[src/logic/sacr_pkg.sv]
// package for the auxiliary sensor configuration register bank
// assumes a register access port with 9-bit word address and 16-bit data
package sacr_pkg;

   // ----------------------------------------
   // register addresses
   // ----------------------------------------
   localparam logic [8:0] SACR_CP_CFG_ADDR   = 9'h048;
   localparam logic [8:0] SACR_SPARE_A_ADDR  = 9'h050;
   localparam logic [8:0] SACR_SPARE_B_ADDR  = 9'h051;
   localparam logic [8:0] SACR_TD_EN_ADDR    = 9'h060;
   localparam logic [8:0] SACR_TD_RES_ADDR   = 9'h061;
   localparam logic [8:0] SACR_SER_PWR_ADDR  = 9'h070;
   localparam logic [8:0] SACR_BLK_CFG_ADDR  = 9'h080;
   localparam logic [8:0] SACR_DP_CFG_ADDR   = 9'h081;

   // ----------------------------------------
   // reset values
   // ----------------------------------------
   localparam logic [15:0] SACR_CP_CFG_RST   = 16'h1200;
   localparam logic [15:0] SACR_SPARE_A_RST  = 16'h0000;
   localparam logic [15:0] SACR_SPARE_B_RST  = 16'h0000;
   localparam logic [15:0] SACR_TD_EN_RST    = 16'h0000;
   localparam logic [15:0] SACR_SER_PWR_RST  = 16'h0000;
   localparam logic [15:0] SACR_BLK_CFG_RST  = 16'h4008;
   localparam logic [15:0] SACR_DP_CFG_RST   = 16'hC001;

   // ----------------------------------------
   // field positions
   // ----------------------------------------
   localparam int SACR_CP_PD_EN_BIT   = 0;
   localparam int SACR_CP_FD_EN_BIT   = 1;
   localparam int SACR_CP_PD_TRIM_LSB = 8;
   localparam int SACR_CP_FD_TRIM_LSB = 12;
   localparam int SACR_TRIM_W         = 3;
   localparam int SACR_TD_EN_BIT      = 0;
   localparam int SACR_TEMP_W         = 8;
   localparam int SACR_SER_CLK_BIT    = 0;
   localparam int SACR_SER_SYNC_BIT   = 1;
   localparam int SACR_SER_DATA_BIT   = 2;
   localparam int SACR_DATA_CH_N      = 4;
   localparam int SACR_BLK_LVL_LSB    = 0;
   localparam int SACR_BLK_LVL_W      = 8;
   localparam int SACR_BLK_SMP_LSB    = 8;
   localparam int SACR_BLK_SMP_W      = 3;
   localparam int SACR_CRC_SEED_BIT   = 15;

   // ----------------------------------------
   // carriers
   // ----------------------------------------
   typedef struct packed {
      logic        wr;
      logic        rd;
      logic [8:0]  addr;
      logic [15:0] wdata;
   } sacr_req_t;

   typedef struct packed {
      logic                        pd_pump_en;
      logic                        fd_pump_en;
      logic [SACR_TRIM_W-1:0]      pd_trim;
      logic [SACR_TRIM_W-1:0]      fd_trim;
      logic                        temp_diode_en;
      logic                        ser_clk_pwr_up;
      logic                        ser_sync_pwr_up;
      logic [SACR_DATA_CH_N-1:0]   ser_data_pwr_up;
      logic [SACR_BLK_LVL_W-1:0]   black_target;
      logic [SACR_BLK_SMP_W-1:0]   black_samples_log2;
      logic [7:0]                  black_sample_cnt;
      logic                        crc_seed_ones;
      logic [15:0]                 data_path_cfg;
   } sacr_ctl_t;

endpackage : sacr_pkg

[src/logic/sacr_regs.sv]
// auxiliary sensor configuration register bank: pumps, temp diode, serializer, data block
// assumes a single-clock register port from the serial programming interface decoder
//
// Behaviour
// RL1: transfer charge pump enabled only while charge pump bit 0 is one; resets zero.
// RL2: floating diffusion pump enabled only while charge pump bit 1 is one; resets zero.
// RL3: transfer trim in bits 10:8 resets 2; diffusion trim in 14:12 resets 1.
// RL4: temp diode enabled by enable bit 0; result read as 8 bits.
// RL5: serializer clock output powered up only while power bit 0 is one.
// RL6: sync channel powered up only while power bit 1 is one.
// RL7: all four data channels powered up together only by power bit 2.
// RL8: black level bits 7:0 are the target output black level; resets 8.
// RL9: black samples averaged equal two to the power of bits 10:8.
// RL10: crc starts all zeros when bit 15 is zero, all ones when one.
// RL11: reserved registers and fields store writes, read back, no side effects.
`timescale 1ns/1ps
`default_nettype none

module sacr_regs
(
   // clock and reset
   input  wire logic                             sys_clk,
   input  wire logic                             rst,
   // register access port
   input  wire sacr_pkg::sacr_req_t              req,
   output logic [15:0]                           rdata,
   output logic                                  rvalid,
   // temperature readout from the diode converter
   input  wire logic [sacr_pkg::SACR_TEMP_W-1:0] temp_code,
   // analog and datapath controls
   output sacr_pkg::sacr_ctl_t                   ctl
);
   import sacr_pkg::*;

   // ----------------------------------------
   // storage
   // ----------------------------------------
   logic [15:0]            cp_cfg_r;
   logic [15:0]            spare_a_r;
   logic [15:0]            spare_b_r;
   logic [15:0]            td_en_r;
   logic [15:0]            ser_pwr_r;
   logic [15:0]            blk_cfg_r;
   logic [15:0]            dp_cfg_r;
   logic [SACR_TEMP_W-1:0] temp_s1_r;
   logic [SACR_TEMP_W-1:0] temp_s2_r;
   logic [SACR_TEMP_W-1:0] temp_s3_r;
   logic [SACR_TEMP_W-1:0] temp_hold_r;

   // ----------------------------------------
   // decode
   // ----------------------------------------
   wire logic sel_cp  = req.addr == SACR_CP_CFG_ADDR;
   wire logic sel_sa  = req.addr == SACR_SPARE_A_ADDR;
   wire logic sel_sb  = req.addr == SACR_SPARE_B_ADDR;
   wire logic sel_te  = req.addr == SACR_TD_EN_ADDR;
   wire logic sel_tr  = req.addr == SACR_TD_RES_ADDR;
   wire logic sel_sp  = req.addr == SACR_SER_PWR_ADDR;
   wire logic sel_bc  = req.addr == SACR_BLK_CFG_ADDR;
   wire logic sel_dp  = req.addr == SACR_DP_CFG_ADDR;

   // ----------------------------------------
   // write enables
   // ----------------------------------------
   // the result word and unmapped addresses have no enable, so their writes drop
   wire logic we_cp   = req.wr && sel_cp;
   wire logic we_sa   = req.wr && sel_sa;
   wire logic we_sb   = req.wr && sel_sb;
   wire logic we_te   = req.wr && sel_te;
   wire logic we_sp   = req.wr && sel_sp;
   wire logic we_bc   = req.wr && sel_bc;
   wire logic we_dp   = req.wr && sel_dp;

   // result word: converter code in the low byte, upper byte reads zero
   wire logic [15:0] temp_word = {{(16-SACR_TEMP_W){1'b0}}, temp_hold_r}; // [RL4]

   wire logic [15:0] rd_mux =
        sel_cp ? cp_cfg_r  :
        sel_sa ? spare_a_r :                                           // [RL11]
        sel_sb ? spare_b_r :                                           // [RL11]
        sel_te ? td_en_r   :
        sel_tr ? temp_word :
        sel_sp ? ser_pwr_r :
        sel_bc ? blk_cfg_r :
        sel_dp ? dp_cfg_r  : 16'h0000;

   // ----------------------------------------
   // control decode
   // ----------------------------------------
   sacr_ctl_t ctl_nxt;
   wire logic [SACR_BLK_SMP_W-1:0] smp_log2 =
        blk_cfg_r[SACR_BLK_SMP_LSB +: SACR_BLK_SMP_W];

   // one power-up line per data channel, all from the same bit
   wire logic [SACR_DATA_CH_N-1:0] data_ch_up;
   for (genvar ch = 0; ch < SACR_DATA_CH_N; ch++) begin : g_data_ch
      assign data_ch_up[ch] = ser_pwr_r[SACR_SER_DATA_BIT];                  // [RL7]
   end

   always_comb begin
      ctl_nxt                    = '0;
      ctl_nxt.pd_pump_en         = cp_cfg_r[SACR_CP_PD_EN_BIT];                 // [RL1]
      ctl_nxt.fd_pump_en         = cp_cfg_r[SACR_CP_FD_EN_BIT];                 // [RL2]
      ctl_nxt.pd_trim            = cp_cfg_r[SACR_CP_PD_TRIM_LSB +: SACR_TRIM_W]; // [RL3]
      ctl_nxt.fd_trim            = cp_cfg_r[SACR_CP_FD_TRIM_LSB +: SACR_TRIM_W]; // [RL3]
      ctl_nxt.temp_diode_en      = td_en_r[SACR_TD_EN_BIT];                     // [RL4]
      ctl_nxt.ser_clk_pwr_up     = ser_pwr_r[SACR_SER_CLK_BIT];                 // [RL5]
      ctl_nxt.ser_sync_pwr_up    = ser_pwr_r[SACR_SER_SYNC_BIT];                // [RL6]
      ctl_nxt.ser_data_pwr_up    = data_ch_up;                                  // [RL7]
      ctl_nxt.black_target       = blk_cfg_r[SACR_BLK_LVL_LSB +: SACR_BLK_LVL_W]; // [RL8]
      ctl_nxt.black_samples_log2 = smp_log2;                                    // [RL9]
      ctl_nxt.black_sample_cnt   = 8'h01 << smp_log2;                           // [RL9]
      ctl_nxt.crc_seed_ones      = blk_cfg_r[SACR_CRC_SEED_BIT];                // [RL10]
      ctl_nxt.data_path_cfg      = dp_cfg_r;
   end

   // ----------------------------------------
   // register writes
   // ----------------------------------------
   // one short process per stored word, whole 16 bits kept
   always_ff @(posedge sys_clk) begin
      if (rst) begin
         cp_cfg_r <= SACR_CP_CFG_RST;                                 // [RL1] [RL2] [RL3]
      end else if (we_cp) begin
         cp_cfg_r <= req.wdata;
      end
   end

   always_ff @(posedge sys_clk) begin
      if (rst) begin
         spare_a_r <= SACR_SPARE_A_RST;
      end else if (we_sa) begin
         spare_a_r <= req.wdata;                                      // [RL11]
      end
   end

   always_ff @(posedge sys_clk) begin
      if (rst) begin
         spare_b_r <= SACR_SPARE_B_RST;
      end else if (we_sb) begin
         spare_b_r <= req.wdata;                                      // [RL11]
      end
   end

   always_ff @(posedge sys_clk) begin
      if (rst) begin
         td_en_r <= SACR_TD_EN_RST;                                   // [RL4]
      end else if (we_te) begin
         td_en_r <= req.wdata;
      end
   end

   always_ff @(posedge sys_clk) begin
      if (rst) begin
         ser_pwr_r <= SACR_SER_PWR_RST;                               // [RL5]
      end else if (we_sp) begin
         ser_pwr_r <= req.wdata;
      end
   end

   always_ff @(posedge sys_clk) begin
      if (rst) begin
         blk_cfg_r <= SACR_BLK_CFG_RST;                               // [RL8] [RL9] [RL10]
      end else if (we_bc) begin
         blk_cfg_r <= req.wdata;
      end
   end

   always_ff @(posedge sys_clk) begin
      if (rst) begin
         dp_cfg_r <= SACR_DP_CFG_RST;
      end else if (we_dp) begin
         dp_cfg_r <= req.wdata;
      end
   end

   // ----------------------------------------
   // temperature sync
   // ----------------------------------------
   // converter word is asynchronous: two flops per bit, then a word is taken
   // only when two samples in a row agree, so a torn word never reaches the bus
   always_ff @(posedge sys_clk) begin
      if (rst) begin
         temp_s1_r   <= '0;
         temp_s2_r   <= '0;
         temp_s3_r   <= '0;
         temp_hold_r <= '0;
      end else begin
         temp_s1_r <= temp_code;
         temp_s2_r <= temp_s1_r;
         temp_s3_r <= temp_s2_r;
         if (temp_s2_r == temp_s3_r) begin
            temp_hold_r <= temp_s2_r;                                 // [RL4]
         end
      end
   end

   // ----------------------------------------
   // read answer
   // ----------------------------------------
   // idle cycles and unmapped addresses answer zero
   always_ff @(posedge sys_clk) begin
      if (rst) begin
         rdata  <= 16'h0000;
         rvalid <= 1'b0;
      end else begin
         rdata  <= req.rd ? rd_mux : 16'h0000;
         rvalid <= req.rd;
      end
   end

   // ----------------------------------------
   // control outputs
   // ----------------------------------------
   // held at zero through reset so pumps and output channels stay off
   always_ff @(posedge sys_clk) begin
      if (rst) begin
         ctl <= '0;
      end else begin
         ctl <= ctl_nxt;
      end
   end

endmodule : sacr_regs

`default_nettype wire

[config.mk]
export PLATFORM = sky130hd
export DESIGN_NAME = sacr_regs
export DESIGN_NICKNAME = d
export VERILOG_FILES = /design/src/logic/sacr_pkg.sv /design/src/logic/sacr_regs.sv
export SDC_FILE = /design/constraint.sdc
export NUM_CORES = 1
export LEC_CHECK = 0
export BUFFER_PORTS_ARGS = -buffer_cell sky130_fd_sc_hd__buf_2
export CAP_MARGIN = 20
export CORE_MARGIN = 1.5
export CORE_UTILIZATION = 30
export DETAILED_ROUTE_END_ITERATION = 10
export GPL_TIMING_DRIVEN = 0
export HOLD_SLACK_MARGIN = 0.05
export SKIP_CTS_REPAIR_TIMING = 1
export SYNTH_ARGS = -nofsm -noshare
export SYNTH_HDL_FRONTEND = slang
export SYNTH_SLANG_ARGS = --single-unit
[constraint.sdc]
create_clock -name sys_clk -period 2 [get_ports sys_clk]
set_clock_uncertainty 0.05 [all_clocks]
set_input_delay 0.1 -clock sys_clk [delete_from_list [all_inputs] [get_ports sys_clk]]
set_output_delay 0.1 -clock sys_clk [all_outputs]
set_load 0.01 [all_outputs]
* Yosys cells after proc, flatten, opt, wreduce, memory -nomap -nowiden
Cells that the tools add are included.
** Word-level totals
- Memories kept :: 0
- Output and inout bits :: 68
- Input bits :: 37
- Memory bits (read-only) :: 0
- Bits in writable memories :: 0
- Register bits :: 209
- Bits in latches :: 0
** Operators by class
- Shift-type cells :: 1
- $mul :: 0
- Divide/modulo/power cells :: 0
- $lt $le $gt $ge :: 0
- Multiplexer cells :: 8
- Reduce and logical (&&, ||, !) cells :: 8
- Eq/ne operators :: 9
- Add/sub/neg operators :: 0
- Bitwise logic cells :: 1
** Operator list (number)
- $mux 16 :: 8
- $eq 9x7->1 const B :: 6
- $eq 9x8->1 const B :: 2
- $eq 8x8->1 :: 1
- $shl 1x3->8 const A :: 1
- $logic_and 1x1->1 :: 7
- $reduce_or 2->1 :: 1
- $not 1->1 :: 1

* Depth between registers and ports, before layout
- Depth in word-level cells :: 9
- Gate-level depth with buffers :: 8
- Gate-level depth less buffers :: 5

* Worst setup path after synthesis
Ideal clock, no wire load.
- Kind :: in2reg
- From :: input req[26] in the netlist's numbering
- To :: register blk_cfg_r[10]
- Setup slack :: 0.135 ns
- Arrival :: 1.687 ns
- Setup time :: 0.128 ns
- Stages :: 6
- Path through :: buf_4 -> or4b_4 -> nor4_4 -> buf_6 -> mux2i_1 -> nor2_1
** On the way
- Word-level cells in the longest chain between the ends :: 1
** Ends and longest elaborated chain
- start: declaration :: line sacr_regs.sv:25 : input wire sacr_pkg::sacr_req_t req,
- $logic_and 1x1->1 :: line sacr_regs.sv:71 : wire logic we_bc = req.wr && sel_bc;
- end signal: assignment :: line sacr_regs.sv:165 : blk_cfg_r <= req.wdata;
- end: declaration :: line sacr_regs.sv:43 : logic [15:0] blk_cfg_r;
No other way between the ends.
A chain may end at the register's enable or synchronous reset.

* Worst setup path in the final report
- From :: input req[20] in the netlist's numbering
- To :: register rdata[1]
** On the way
- Word-level cells in the longest chain between the ends :: 9
- Elaborated cells on any way between the ends :: 16
** Ends and longest elaborated chain
- $eq 9x8->1 :: line sacr_regs.sv:60 : wire logic sel_dp = req.addr == SACR_DP_CFG_ADDR;
- $mux 16 :: line sacr_regs.sv:85 : sel_dp ? dp_cfg_r : 16'h0000;
- $mux 16 :: line sacr_regs.sv:84 : sel_bc ? blk_cfg_r :
- $mux 16 :: line sacr_regs.sv:83 : sel_sp ? ser_pwr_r :
- $mux 16 :: line sacr_regs.sv:82 : sel_tr ? temp_word :
- $mux 16 :: line sacr_regs.sv:81 : sel_te ? td_en_r :
- $mux 16 :: line sacr_regs.sv:80 : sel_sb ? spare_b_r :
- $mux 16 :: line sacr_regs.sv:79 : sel_sa ? spare_a_r :
- $mux 16 (*) :: line sacr_regs.sv:78 : sel_cp ? cp_cfg_r :
- end signal: assignment :: line sacr_regs.sv:207 : rdata <= req.rd ? rd_mux : 16'h0000;
- end: declaration :: line sacr_regs.sv:26 : output logic [15:0] rdata,
Mark *: on every way between the ends. The rest lies on a longest branch, timed or not.

==> key figures <==
Synth
  • Multiplexer share of the synthesized area: 0.103
  • Synth Flop Type: dfxtp_1
  • Syn Std Cell Area: 0.00816 mm2
  • Synth unique cells: 53
  • Post-Synthesis Net Count: 900
  • Syn Inst Count: 863
  • Largest family of logic cells by synthesized area: simple AND/OR/NAND/NOR gates
  • Adder-cell share of the synthesized area: 0
  • Async SR Flop Fraction: 0
  • Synth Area in Simple Gates: 0.228
  • Synthesized area per cell: roughly 9.4 um2
  • Synth Register Bits: ~210
  • EDFF count, synth: 0
  • Post-Synth XOR/XNOR Area: 0.00859
  • Compound-gate portion of the synthesized area: 0.107
  • Synthesis Warnings: 0
  • Sequential-to-total area share from yosys stat: 0.513

STA
  • Final slew viol count: 0
  • Fmax: 0.513 GHz
  • Tightest Pin Transition: 0.891 ns
  • Headroom to the max-slew limit: 0.401
  • Setup_tns: 0 ns
  • Fin crit period: 1.95 ns
  • Final worst setup slack: 0.0497 ns
  • Final setup vio count: 0
  • Unrepaired setup endpoints after global routing: false
  • Fin. Hold Viols: 0
  • Final period util: 0.975

Detailed routing
  • Routed WL: 24800 um
  • M1 WL: around 12000 um
  • Top layer in use: met4
  • Drt first pass iters: 5
  • Vias per inst: 4.94
  • Detail Route met3 WL: about 1600 um
  • Metal2 WL: 11300 um
  • WL per Instance: 18.0 um
  • Initial DRC count: ~600
  • Detail Route Antenna Nets: 0
  • Vias: slightly below 7000
  • DR DRC count: 0

GRT
  • First-pass GRT wire length: 37000 um
  • Antenna violations before repair: 4
  • Vias in the first global route: 6166
  • Tot GR Track Use: 0.169
  • Largest net degree at the start of global routing: 15
  • Global route overflow: 0

Clock tree
  • Clk buf depth: 3
  • Worst skew pair latency: 0.53 ns
  • Root buf cell: clkbuf_16
  • TritonCTS clock tree: built
  • H-Tree Depth: 1
  • Clock sink total: 209
  • Num CTS Buffers: 23
  • Worst-path clk slew: around 0.050 ns

Floorplan
  • Core area: 0.0268 mm2
  • Die area: 0.0282 mm2
  • Standard-cell row count: 60
  • Io pins: 105
  • Die Width: 168 um
  • Die height: 168 um
  • Starting density of the core: 0.304

Pwr
  • Combinational share of power: 0.050
  • Clk pwr share: 0.518
  • Switching pwr: 0.00214 W
  • Switching Fraction: 0.220
  • Leakage power: 3.98 nW
  • Reg power frac: 0.432
  • Internal power: 0.00761 W
  • Worst IR drop on VDD: 0.505 mV
  • Power density over the cells: 948 mW/mm2

Placement
  • Post-DP HPWL: 17900 um
  • Dpl cells: about 1300
  • Pre-CTS WS: -0.416 ns
  • # port buffers: between 90 and 100
  • GP Congestion: slightly below 0.9

Finish
  • # fillers: ~2700
  • Fin nets: approximately 1100
  • Area Growth Syn to Fin: 26.1%
  • Ratio of cells with drive above 1 in the final layout: 0.177
  • Most common library cell in the layout ignoring fill and taps: dfxtp_1
  • Fin cells: 1375
  • Most frequent cells in the layout: dfxtp_1 (209), buf_2 (112), nand2_1 (87), a21oi_1 (76), mux2i_1 (73)

Setup path
  • Req. time, crit path: 2.37 ns
  • WS Path Type: input pin to register
  • Arrival time worst endpoint: 2.32 ns
  • Worst Path Max Fanout: 10
  • CP startpoint kind: input pin
  • CP Capture Type: register

Run
  • Max Cap Viol: 0

Status
  • Status: finished clean

Worst hold path
  • Path type of the worst min-delay path: input pin to register
-- through the flow --
| stage | total power (W) | cell area (um2) | util | hold WS (ns) |
|---|---|---|---|---|
| 6_report | 0.00975 | 10300 | 0.384 | 0.0842 |
| 5_1_grt | 0.0100 | 10300 | 0.383 | 0.0916 |
| 4_1_cts | 0.00980 | 10000 | 0.373 | -0.277 |
| 3_5_place_dp | 0.00475 | 9080 | 0.339 | 0.264 |
| 3_3_place_gp | 0.00474 | 9080 | 0.339 | 0.258 |
| 2_1_floorplan | 0.00454 | 8160 | - | 0.168 |
-- sequential cells by signal, indices dropped and copies added, names as in the netlist --
name	cells
ctl	48
blk_cfg_r	16
cp_cfg_r	16
dp_cfg_r	16
rdata	16
ser_pwr_r	16
spare_a_r	16
spare_b_r	16
td_en_r	16
temp_hold_r	8
temp_s1_r	8
temp_s2_r	8
temp_s3_r	8
rvalid	1
-- logic make-up after synthesis --
| group | after synthesis |
|---|---|
| multiplexers | 83 |
| buffers and inverters | 75 |
| AO/OA/AOI/OAI | 143 |
| XOR/XNOR | 8 |
| AND/OR/NAND/NOR | 345 |
| flip-flops | 209 |
-- path summary, 6_finish.rpt --
| check | startpoint | endpoint | slack (ns) | cells after the start |
|---|---|---|---|---|
| worst min register to register | temp_s1_r[6] | temp_s2_r[6] | 0.39 | 1 |
| worst min-delay path | req[17] | rdata[1] | 0.08 | 4 |
| worst max register to register | dp_cfg_r[12] | rdata[12] | 0.36 | 4 |
| worst max-delay path | req[20] | rdata[1] | 0.05 | 8 |
-- critical path: stages --
cell and delay, ns:
buf_2 0.20, buf_2 0.32, buf_2 0.26, buf_2 0.29
nand4b_1 0.12, a2111oi_0 0.71, a21oi_1 0.08, a21oi_1 0.23
-- Yosys cell counts (7+ instances only) --
cell type,instances,area (um2)
dfxtp_1,209,4180
a211oi_1,8,60.1
o21ai_0,23,115
clkbuf_1,46,173
nand2_1,87,327
a311oi_1,8,70.1
nand3b_1,9,67.6
nand3_1,46,230
xnor2_1,8,70.1
a221o_1,8,80.1
mux2i_1,73,731
nor2_1,67,251
nor2b_1,66,413
buf_2,13,65.1
nor4bb_1,8,80.1
mux2_2,10,113
nor3_1,17,85.1
a211o_1,7,61.3
a21oi_1,76,380
nor4_1,8,50.1
-- metal layers --
| metal | vias up | GRT usage |
|---|---|---|
| met1 | 3247 | 0.234 |
| li1 | 3318 | - |
| met3 | 28 | 0.0294 |
| met5 | - | 0 |
| met2 | 195 | 0.277 |
| met4 | 0 | 0.0364 |
-- power by group through the flow --
stage | Sequential, W | Clock (W) | Combinational [W]
floorplan | 0.00431 | 0 | 0.000237
CTS | 0.00421 | 0.00514 | 0.000445
global placement | 0.00430 | 0 | 0.000440
finish | 0.00421 | 0.00505 | 0.000492
global route | 0.00421 | 0.00527 | 0.000526
detailed placement | 0.00430 | 0 | 0.000443
-- final cells by class --
type,count,area [um2],share of cell area
Inverter,7,26.3,0.00256
Antenna cell,4,10.0,0.000973
Buffer,68,304,0.0296
Sequential cell,209,4180,0.407
Clock buffer,30,662,0.0644
Multi-Input combinational cell,579,3650,0.355
Timing Repair Buffer,125,756,0.0735
Tap cell,341,427,0.0415
Clock inverter,12,260,0.0253
(Power assumes the default switching activity.)
